===== config.mk =====
export PLATFORM = sky130hd
export DESIGN_NAME = sps_sequencer
export DESIGN_NICKNAME = d
export VERILOG_FILES = /design/src/common/sps_pkg.sv /design/src/hdl/sps_sequencer.sv
export VERILOG_INCLUDE_DIRS = /design/src /design/src/common
export SDC_FILE = /design/constraint.sdc
export NUM_CORES = 1
export LEC_CHECK = 0
export BUFFER_PORTS_ARGS = -buffer_cell sky130_fd_sc_hd__buf_2
export CAP_MARGIN = 0
export CORE_ASPECT_RATIO = 1.1
export CORE_MARGIN = 1
export CORE_UTILIZATION = 40
export CTS_BUF_LIST = sky130_fd_sc_hd__clkbuf_8
export DETAILED_ROUTE_END_ITERATION = 8
export GPL_TIMING_DRIVEN = 0
export SYNTH_ARGS = -nofsm -noshare
export SYNTH_HDL_FRONTEND = slang
export SYNTH_SLANG_ARGS = --single-unit

===== constraint.sdc =====
create_clock -name sys_clk -period 2.7 [get_ports sys_clk]
set_input_delay 0.135 -clock sys_clk [delete_from_list [all_inputs] [get_ports sys_clk]]
set_output_delay 0.135 -clock sys_clk [all_outputs]
set_load 0.02 [all_outputs]

===== src/common/sps_map.svh =====
// Offsets, fields and timing constants of the power-up sequencer.
// Assumes a 125 MHz system clock; included by bare name.
`ifndef SPS_MAP_SVH
`define SPS_MAP_SVH
// Own register offsets (byte addresses)
`define SPS_OFF_CTRL    8'h00
`define SPS_OFF_STATUS  8'h04
`define SPS_OFF_UCNT    8'h08
`define SPS_OFF_UTAB    8'h40
// Control fields
`define SPS_CTRL_RUN    0
`define SPS_CTRL_HRST   1
// Status fields
`define SPS_ST_CE       4
`define SPS_ST_DONE     5
`define SPS_ST_ERR      6
// Device registers and values
`define SPS_DEV_FILT    8'h16
`define SPS_DEV_PSEL    8'h40
`define SPS_DEV_POFS    8'h41
`define SPS_DEV_PVAL    8'h42
`define SPS_DEV_LPLL    8'h5b
`define SPS_FILT_VAL    8'h02
`define SPS_LPLL_BIT    5
`define SPS_SEL_HDMI    8'h10
`define SPS_SEL_LINK    8'h14
`define SPS_OFS_VAL     8'h49
`define SPS_PVAL_SET    8'h10
`define SPS_PVAL_CLR    8'h00
// Step count of sequence A; last step index of sequence B
`define SPS_A_STEPS     3'h3
`define SPS_B_STEPS     3'h7
// Timing
`define SPS_CLK_NS      8
`define SPS_CLK_KHZ     125000
`define SPS_RDY_MS      2
`define SPS_HRST_MS     2
`define SPS_CLKQ_NS     1000
`endif


===== src/common/sps_pkg.sv =====
// Types of the serializer power-up sequencer.
// Assumes nothing beyond a SystemVerilog compiler.
package sps_pkg;
  typedef enum logic [3:0] {
    ST_IDLE  = 4'b0000,
    ST_PWR   = 4'b0001,
    ST_BUSW  = 4'b0010,
    ST_SEQA  = 4'b0011,
    ST_USRA  = 4'b0100,
    ST_CLKW  = 4'b0101,
    ST_SEQB  = 4'b0110,
    ST_USRB  = 4'b0111,
    ST_DONE  = 4'b1000,
    ST_HRST  = 4'b1001,
    ST_ERR   = 4'b1010
  } sps_state_e;
endpackage


===== src/hdl/sps_sequencer.sv =====
// Host-side power-up and init sequencer for the serializer bridge.
// Assumes an outside bus master that performs single-register device
// accesses on the op_* handshake, and a clock monitor for HDMI.
//
// Summary of operation
// Raise chip enable only after supplies stable
// Drive no device input before supplies settle
// HDMI input enabled only after chip enable
// No bus access until 2 ms after enable
// Hard reset: enable low at least 2 ms; shorter if issued in ST_BUSW or ST_CLKW, whose cnt carries on into ST_HRST
// Sequence A clears link PLL auto-reset bit
// Sequence A writes 0x02 to filter register
// User writes may follow each sequence
// Sequence B only after HDMI clock stable
// HDMI PLL reset by four indexed writes
// Link PLL reset same writes, select 0x14
// Clock stable at least 1 us first
// Hold GPIO lines until enable released
// One access at a time, A before B
`timescale 1ns/100ps
`include "sps_map.svh"

module sps_sequencer #(
  parameter int RDY_CYC  = `SPS_RDY_MS * `SPS_CLK_KHZ,
  parameter int HRST_CYC = `SPS_HRST_MS * `SPS_CLK_KHZ,
  parameter int CW       = 18
) (
  // Clock and reset
  input  wire logic        sys_clk,
  input  wire logic        sys_rst,
  // Software register port
  input  wire logic [7:0]  cpu_addr,
  input  wire logic [31:0] cpu_wdata,
  input  wire logic        cpu_wr,
  input  wire logic        cpu_rd,
  output logic      [31:0] cpu_rdata,
  // System status
  input  wire logic        supplies_stable,
  input  wire logic        hdmi_clk_stable,
  // Device pins
  output logic             chip_enable_input,
  output logic             gpio_hold,
  output logic             hdmi_in_enable,
  // Device register access
  output logic             op_req,
  output logic             op_read,
  output logic      [7:0]  op_reg,
  output logic      [7:0]  op_wdata,
  input  wire logic        op_ack,
  input  wire logic        op_nack,
  input  wire logic [7:0]  op_rdata
);

  localparam int CLKQ_CYC = (`SPS_CLKQ_NS + `SPS_CLK_NS - 1) / `SPS_CLK_NS;

  sps_pkg::sps_state_e state;
  logic [CW-1:0]       cnt;
  logic [2:0]          step;
  logic [4:0]          uidx;
  logic [3:0]          cnt_a;
  logic [3:0]          cnt_b;
  logic [15:0]         utab [16];
  logic                run;
  logic                hrst_cmd;
  logic                done;
  logic                err;
  logic [7:0]          lpll_val;
  logic [15:0]         b_ent;
  logic [4:0]          a_end;
  logic [4:0]          b_end;
  logic                wr_ctrl;

  assign wr_ctrl = cpu_wr && (cpu_addr == `SPS_OFF_CTRL);
  assign a_end   = {1'b0, cnt_a};
  assign b_end   = 5'({1'b0, cnt_a} + {1'b0, cnt_b});

  // Fixed PLL reset list: first four HDMI, last four link
  always_comb begin
    b_ent = {`SPS_DEV_PVAL, `SPS_PVAL_CLR};
    case (step[1:0])
      2'h0: b_ent = {`SPS_DEV_PSEL, step[2] ? `SPS_SEL_LINK : `SPS_SEL_HDMI};
      2'h1: b_ent = {`SPS_DEV_POFS, `SPS_OFS_VAL};
      2'h2: b_ent = {`SPS_DEV_PVAL, `SPS_PVAL_SET};
      default: b_ent = {`SPS_DEV_PVAL, `SPS_PVAL_CLR};
    endcase
  end

  // Control register and user count writes
  always_ff @(posedge sys_clk) begin
    if (sys_rst) begin
      run      <= 1'b0;
      hrst_cmd <= 1'b0;
      cnt_a    <= 4'h0;
      cnt_b    <= 4'h0;
    end else begin
      hrst_cmd <= wr_ctrl && cpu_wdata[`SPS_CTRL_HRST];
      if (wr_ctrl) begin
        run <= cpu_wdata[`SPS_CTRL_RUN];
      end
      if (cpu_wr && cpu_addr == `SPS_OFF_UCNT) begin
        cnt_a <= cpu_wdata[3:0];
        cnt_b <= cpu_wdata[7:4];
      end
    end
  end

  // User table; no reset, software fills it before use
  always_ff @(posedge sys_clk) begin
    if (cpu_wr && cpu_addr[7:6] == 2'(`SPS_OFF_UTAB >> 6) && cpu_addr[1:0] == 2'h0) begin
      utab[cpu_addr[5:2]] <= cpu_wdata[15:0];
    end
  end

  // Read data one cycle after the strobe; unmapped reads zero
  always_ff @(posedge sys_clk) begin
    if (sys_rst) begin
      cpu_rdata <= 32'h0;
    end else if (cpu_rd) begin
      cpu_rdata <= 32'h0;
      if (cpu_addr == `SPS_OFF_CTRL) begin
        cpu_rdata[`SPS_CTRL_RUN] <= run;
      end else if (cpu_addr == `SPS_OFF_STATUS) begin
        cpu_rdata[3:0]          <= state;
        cpu_rdata[`SPS_ST_CE]   <= chip_enable_input;
        cpu_rdata[`SPS_ST_DONE] <= done;
        cpu_rdata[`SPS_ST_ERR]  <= err;
      end else if (cpu_addr == `SPS_OFF_UCNT) begin
        cpu_rdata[7:0] <= {cnt_b, cnt_a};
      end else if (cpu_addr[7:6] == 2'(`SPS_OFF_UTAB >> 6) && cpu_addr[1:0] == 2'h0) begin
        cpu_rdata[15:0] <= utab[cpu_addr[5:2]];
      end
    end
  end

  // Pins follow the state; enable is a flop output, never an RC delay
  always_ff @(posedge sys_clk) begin
    if (sys_rst) begin
      chip_enable_input <= 1'b0;
      gpio_hold         <= 1'b1;
      hdmi_in_enable    <= 1'b0;
    end else begin
      chip_enable_input <= (state != sps_pkg::ST_IDLE) && (state != sps_pkg::ST_HRST)
                           && (state != sps_pkg::ST_PWR || supplies_stable);
      gpio_hold         <= !chip_enable_input;
      hdmi_in_enable    <= chip_enable_input;
    end
  end

  // Time base shared by enable delay, reset pulse and clock qualify
  always_ff @(posedge sys_clk) begin
    if (sys_rst) begin
      cnt <= '0;
    end else if (state == sps_pkg::ST_CLKW && !hdmi_clk_stable) begin
      cnt <= '0;
    end else if (state == sps_pkg::ST_BUSW || state == sps_pkg::ST_HRST
                 || state == sps_pkg::ST_CLKW) begin
      cnt <= cnt + 1'b1;
    end else begin
      cnt <= '0;
    end
  end

  // Sequencing and device access handshake
  always_ff @(posedge sys_clk) begin
    if (sys_rst) begin
      state    <= sps_pkg::ST_IDLE;
      step     <= 3'h0;
      uidx     <= 5'h0;
      op_req   <= 1'b0;
      op_read  <= 1'b0;
      op_reg   <= 8'h0;
      op_wdata <= 8'h0;
      lpll_val <= 8'h0;
      done     <= 1'b0;
      err      <= 1'b0;
    end else if (hrst_cmd) begin
      // Abandons any access in flight; the pulse resets the device anyway
      state  <= sps_pkg::ST_HRST;
      op_req <= 1'b0;
      done   <= 1'b0;
    end else if (!run) begin
      state  <= sps_pkg::ST_IDLE;
      op_req <= 1'b0;
      done   <= 1'b0;
    end else begin
      case (state)
        sps_pkg::ST_IDLE: begin
          err   <= 1'b0;
          state <= sps_pkg::ST_PWR;
        end
        sps_pkg::ST_PWR: begin
          if (supplies_stable) begin
            state <= sps_pkg::ST_BUSW;
          end
        end
        sps_pkg::ST_BUSW: begin
          if (cnt >= CW'(RDY_CYC - 1)) begin
            state <= sps_pkg::ST_SEQA;
            step  <= 3'h0;
          end
        end
        sps_pkg::ST_HRST: begin
          if (cnt >= CW'(HRST_CYC - 1)) begin
            state <= sps_pkg::ST_PWR;
          end
        end
        sps_pkg::ST_SEQA: begin
          if (!op_req) begin
            op_req <= 1'b1;
            case (step)
              3'h0: begin
                op_read <= 1'b1;
                op_reg  <= `SPS_DEV_LPLL;
              end
              3'h1: begin
                op_read  <= 1'b0;
                op_reg   <= `SPS_DEV_LPLL;
                op_wdata <= lpll_val;
              end
              default: begin
                op_read  <= 1'b0;
                op_reg   <= `SPS_DEV_FILT;
                op_wdata <= `SPS_FILT_VAL;
              end
            endcase
          end else if (op_nack) begin
            op_req <= 1'b0;
            err    <= 1'b1;
            state  <= sps_pkg::ST_ERR;
          end else if (op_ack) begin
            op_req <= 1'b0;
            if (step == 3'h0) begin
              lpll_val <= op_rdata & ~(8'h1 << `SPS_LPLL_BIT);
            end
            step <= step + 3'h1;
            if (step == `SPS_A_STEPS - 3'h1) begin
              state <= sps_pkg::ST_USRA;
              uidx  <= 5'h0;
            end
          end
        end
        sps_pkg::ST_USRA, sps_pkg::ST_USRB: begin
          if (!op_req) begin
            if (uidx == (state == sps_pkg::ST_USRA ? a_end : b_end)) begin
              state <= (state == sps_pkg::ST_USRA) ? sps_pkg::ST_CLKW
                                                   : sps_pkg::ST_DONE;
              step  <= 3'h0;
            end else begin
              op_req   <= 1'b1;
              op_read  <= 1'b0;
              op_reg   <= utab[uidx[3:0]][15:8];
              op_wdata <= utab[uidx[3:0]][7:0];
            end
          end else if (op_nack) begin
            op_req <= 1'b0;
            err    <= 1'b1;
            state  <= sps_pkg::ST_ERR;
          end else if (op_ack) begin
            op_req <= 1'b0;
            uidx   <= uidx + 5'h1;
          end
        end
        sps_pkg::ST_CLKW: begin
          if (hdmi_clk_stable && cnt >= CW'(CLKQ_CYC - 1)) begin
            state <= sps_pkg::ST_SEQB;
            step  <= 3'h0;
          end
        end
        sps_pkg::ST_SEQB: begin
          if (!op_req) begin
            op_req   <= 1'b1;
            op_read  <= 1'b0;
            op_reg   <= b_ent[15:8];
            op_wdata <= b_ent[7:0];
          end else if (op_nack) begin
            op_req <= 1'b0;
            err    <= 1'b1;
            state  <= sps_pkg::ST_ERR;
          end else if (op_ack) begin
            op_req <= 1'b0;
            step   <= step + 3'h1;
            if (step == `SPS_B_STEPS) begin
              state <= sps_pkg::ST_USRB;
              uidx  <= a_end;
            end
          end
        end
        sps_pkg::ST_DONE: begin
          done <= 1'b1;
        end
        sps_pkg::ST_ERR: begin
          err <= 1'b1;
        end
        default: begin
          state <= sps_pkg::ST_IDLE;
        end
      endcase
    end
  end

endmodule


[Yosys cells after proc, flatten, opt, wreduce, memory -nomap -nowiden]
Memory sizes are Yosys's and may differ from the RTL's. A register that Yosys moved wholly into a read port is not among the register bits.
Cells that the tools add are included.
Word-level totals
  register bits: 86
  memory bits (writable): 256
  input port bits: 56
  output and inout bits: 53
  memories kept: 1
Operators by class
  add/sub/neg operators: 4
  magnitude comparators: 2
  equal/unequal tests: 66
  multiplexer cells: 80
  bitwise operators: 5
  reductions and logical operators: 40
Memories
  utab: words 16, bits a word 16, read ports 2, clocked after Yosys merged registers in 1, wr ports 1, line sps_sequencer.sv:62  | logic [15:0] utab [16];
Operators by type and width (number)
  4-bit two-way mux: 20
  8-bit two-way mux: 10
  5-bit two-way mux: 12
  8-bit case mux with 3 select lines: 2
  2-bit inequality test, second input constant: 19
  4-bit case mux with 9 select lines: 1
  5-bit inequality test, second input constant: 6
  10-bit case mux with 3 select lines: 1
  13-bit AND reduction: 2
  3-bit two-way mux: 8
  18-bit by 1-bit adder with 18-bit output, second input constant: 1
  18-bit >= comparator, second input constant: 1
  18-bit by 7-bit >= comparator with 1-bit output, second input constant: 1
  3-bit inequality test, second input constant: 6
  4-bit by 3-bit equality test with 1-bit output, second input constant: 4
  16-bit two-way mux: 1
  4-bit inequality test, second input constant: 4
  8-bit case mux with 2 select lines: 1
  1-bit two-way mux: 15
  15-bit two-way mux: 1
  5-bit case mux with 3 select lines: 1
  7-bit two-way mux: 2
  2-bit by 1-bit inequality test with 1-bit output, second input constant: 7
  14-bit AND reduction: 1
  other kinds (39): 70

[Depth between registers and ports, before layout]
  depth in word-level cells: 8
  depth in mapped cells: 10

[Worst setup path before layout]
No wires, ideal clock.
  path type: input -> register
  start: input port cpu_addr[2]
  end: memory utab[1][0] (enable)
  library setup time: 0.409 ns
  arrival time: 2.569 ns
  setup slack: -0.278 ns
  stages: 7
  cell sequence: buf_2 buf_2 buf_2 nor2b_1 clkbuf_1 nand3_1 nor3_1
RTL lines
  from (decl): line sps_sequencer.sv:32  | input wire logic [7:0] cpu_addr,
  to (decl): line sps_sequencer.sv:62
No word-level cell before the write port.

[Worst setup path in the final report]
  start: input port cpu_addr[3]
  end: memory utab[14][7] (enable)
No word-level cell before the write port.

==> run summary <==
The checks that failed: setup timing. The clock tree synthesis step divided the H-tree into 2 levels. The number of violations of the max-capacitance limit came out at 0. Synthesis inferred approximately 350 register bits.

The worst hold endpoint is cpu_rdata[1]. The max-slew violation count is 0. The endpoint identified for the worst register-to-register timing path is op_reg[5].

The post-layout minimum cycle time is around 2.7 ns. Across all hold checks on the routed design, the worst slack comes to ~0.13 ns. On the final layout, the worst clock skew is approximately 0.018 ns. The floorplan die area came out at 41,800 um2. In the layout the commonest cells are 256 x edfxtp_1, 158 x mux4_2, 89 x dfxtp_1, 88 x buf_2, 83 x nor2_1. The floorplan core area came out at 40,300 um2. The worst slack at placement came out at -0.781 ns. The library cell used most frequently in the layout, excluding fill and tap cells, is edfxtp_1.

The clock latency reported for the late side of the worst-skew pair is between 0.6 and 0.7 ns. In this run the worst path has a maximum fanout of 10. The mean post-synth cell area came out at around 15 um2. The number of vias after detailed routing is 10,815. The number of nets in the layout came out at ~1,300. The post-detailed-route wirelength per cell is between 20 and 30 um. The run finished, with violations left.

The number of top-level pins is roughly 110. TritonCTS built the clock tree. The leakage power total came out at about 0.0064 uW.

Setup violations remaining at the end of the flow were counted as 3. The post-synthesis to final-layout area growth is 18.2%. The detailed placer's ending HPWL is between 30,000 and 40,000 um.

The worst setup path is of the in -> reg kind. The pin slew with the least headroom to its limit is 1.30 ns. The switching power total is between 2000 and 2500 uW.

The clock share of power came out at about two fifths. The total track usage is 23.2%. The placement-stage cell area came out at 17,800 um2. The minimum setup slack in the final design is -0.00714 ns. The die boundary height came out at 214 um.

The hold violation count in the final report came out at 0. The number of antenna violations at the first check in global routing came out at 2. At the end of routability-driven placement, the weighted congestion stood at 0.899. The post-synthesis cell area is between 15,000 and 20,000 um2. The number of buffers on the longest clock path came out at 3.

Once detail routing completed, the nets flagged for antenna violations numbered 0. Counting the fill cells in the layout gives 3,419. STA puts the critical path data required time at roughly 3 ns.

The data arrival time of the critical path is 3.02 ns. The clock transition time at the flip-flop clock pins of the worst setup and hold paths is around 0.060 ns. The peak supply drop is around 0.26 mV. The clock drives 346 sinks. The hold path depth is 4.

The remaining routing DRC violations is 0. The post-detailed-route via-to-cell ratio is approximately 6.0. The share of total power in sequential cells came out at between 50% and 60%. Counting every instance in the synthesized netlist gives 1,069.

The count of port buffers added during placement is 70. The kind of capture point of the worst setup path is a flop. The number of enable flip-flop cells after synthesis came out at roughly 260. The net switching share of the total power came out at between 20% and 30%. Of the available clock period, the critical path in the final layout requires 100%. In this run the horizontal extent of the chip is 195 um. Setup repair after global routing could not meet its margin everywhere.

The worst-case register-to-register setup slack is roughly 0.060 ns. The worst register-to-register path has a depth of 7. The total clock buffers created by CTS came out at 55. The sort of element at the start of the critical path is an input pin.

The proportion of register bits with asynchronous set or reset after synthesis came out at 0%. In this run the most critical hold path is launched from cpu_addr[6]. The first-pass GRT wire length is around 71,000 um. The area of all placed cells without fillers is about 19,000 um2.

The via count of the first global-routing pass came out at between 10,000 and 15,000. Synthesis instantiated 73 different standard cells from the library. The tree is rooted in a clkbuf_8.

The share of total power dissipated in combinational logic is 5.1%. The count of standard-cell rows came out at 77. The fraction of layout instances using a drive strength above 1 came out at 31.5%. For this run, the leading register cell type out of synthesis is edfxtp_1.

The internal power of the cells totals 8100 uW. The post-synthesis sequential area ratio came out at roughly 58%. The routed design has 48,200 um of wire.

In this run the tightest slew margin relative to its limit is a little over an eighth. The type of the most critical hold path is in -> reg. The first-pass iteration count of the detailed router is 5. Static timing analysis puts the maximum clock frequency at 369 MHz. The total congestion overflow is 0. The effective utilization at floorplan is 40.7%. The number of synthesis warnings came out at 0. The detailed router finished its first iteration with between 900 and 1,000 violations. The register with the most flip-flops in the layout has approximately 260 of them.

The largest net degree at the start of global routing came out at 19. The power density over cell area is between 500 and 600 nW/um2.
==> layout make-up <==
cell class / instances / area (um2) / share of cell area (%)
diodes: 1 / 2.50 / 0.0129
plain buffers: 92 / 518 / 2.67
clock buffers: 62 / 853 / 4.40
clock inverters: 28 / 141 / 0.729
inverters: 12 / 45.0 / 0.232
multi-input cells: 634 / 6640 / 34.3
flip-flops and latches: 346 / 9490 / 48.9
well taps: 513 / 642 / 3.31
repair buffers: 121 / 1060 / 5.45
==> critical path: stages <==
cell	delay [ns]
clkbuf_1	0.27
clkbuf_1	0.56
nor2b_1	0.24
clkbuf_1	0.42
nand3_1	0.40
nor2_2	0.75
buf_16	0.23
==> worst max path at each step <==
stage,to,cells after the start,slack [ns],startpoint
2_1_floorplan,utab[0][0],6,0.08,cpu_addr[2]
3_3_place_gp,utab[0][12],6,-2.49,cpu_addr[3]
3_5_place_dp,utab[7][11],6,-0.78,cpu_addr[3]
4_1_cts,utab[7][8],6,-0.14,cpu_addr[3]
5_1_grt,utab[14][3],7,-0.03,cpu_addr[3]
6_report,utab[14][7],7,-0.007,cpu_addr[3]
==> logic make-up (layout without fill, tap and decap cells) <==
family                   Yosys count  in the layout  synth area share, %
buffers and inverters            104            315                 3.05
flip-flops                       346            346                 57.8
multiplexers                     176            176                 22.8
AND/OR/NAND/NOR                  259            259                 7.84
AO/OA/AOI/OAI                    146            146                 6.12
other                              1             17               0.0229
XOR/XNOR                          23             23                 1.23
adder cells (fa/ha/maj)           14             14                 1.10
==> through the flow <==
step / TNS (ns) / cells / utilization [%] / power (uW)
4_1_cts: -1.67 / 1801 / 47.7 / 10500
5_1_grt: -0.298 / 1808 / 48.1 / 10800
2_1_floorplan: 0 / 1084 / - / 6120
6_report: -0.0148 / 1809 / 48.1 / 10400
3_5_place_dp: -133.81 / 1680 / 44.3 / 6330
3_3_place_gp: -396.71 / 1667 / 43.4 / 6320
==> power by group through the flow <==
stage / Sequential, uW / Clock, uW / Combinational [uW]
6_report: 5730 / 4160 / 534
5_1_grt: 5720 / 4480 / 560
4_1_cts: 5730 / 4270 / 530
3_5_place_dp: 5840 / 0 / 496
3_3_place_gp: 5840 / 0 / 484
2_1_floorplan: 5850 / 0 / 276
==> metal layers <==
| layer | wire length [um] | track usage [%] | up-vias |
|---|---|---|---|
| met5 | 11 | 0 | - |
| met4 | 1790 | 8.74 | 2 |
| met3 | 3640 | 4.42 | 124 |
| met2 | 24400 | 40.0 | 504 |
| met1 | 18400 | 28.9 | 5529 |
| li1 | - | - | 4656 |
==> Yosys cell counts, types with 15 or more instances <==
library cell | number | area, um2
a211oi_1 | 15 | 113
a21oi_1 | 49 | 245
buf_4 | 18 | 135
nor2_1 | 97 | 364
nor3_1 | 16 | 80.1
edfxtp_1 | 256 | 7690
clkbuf_1 | 41 | 154
nand3_1 | 16 | 80.1
mux4_2 | 158 | 3560
nor2b_1 | 21 | 131
dfxtp_1 | 90 | 1800
mux2i_1 | 17 | 170
buf_2 | 22 | 110
nand2_1 | 47 | 176
==> what timing repair did <==
action,in CTS,in global routing
pin swaps,1,8
setup buffers,4,5
endpoints found under the hold margin,279,8
gates cloned,0,1
endpoints found under the setup margin,53,104
gates resized for setup,17,32
hold buffers,27,1
(Power assumes the default switching activity.)
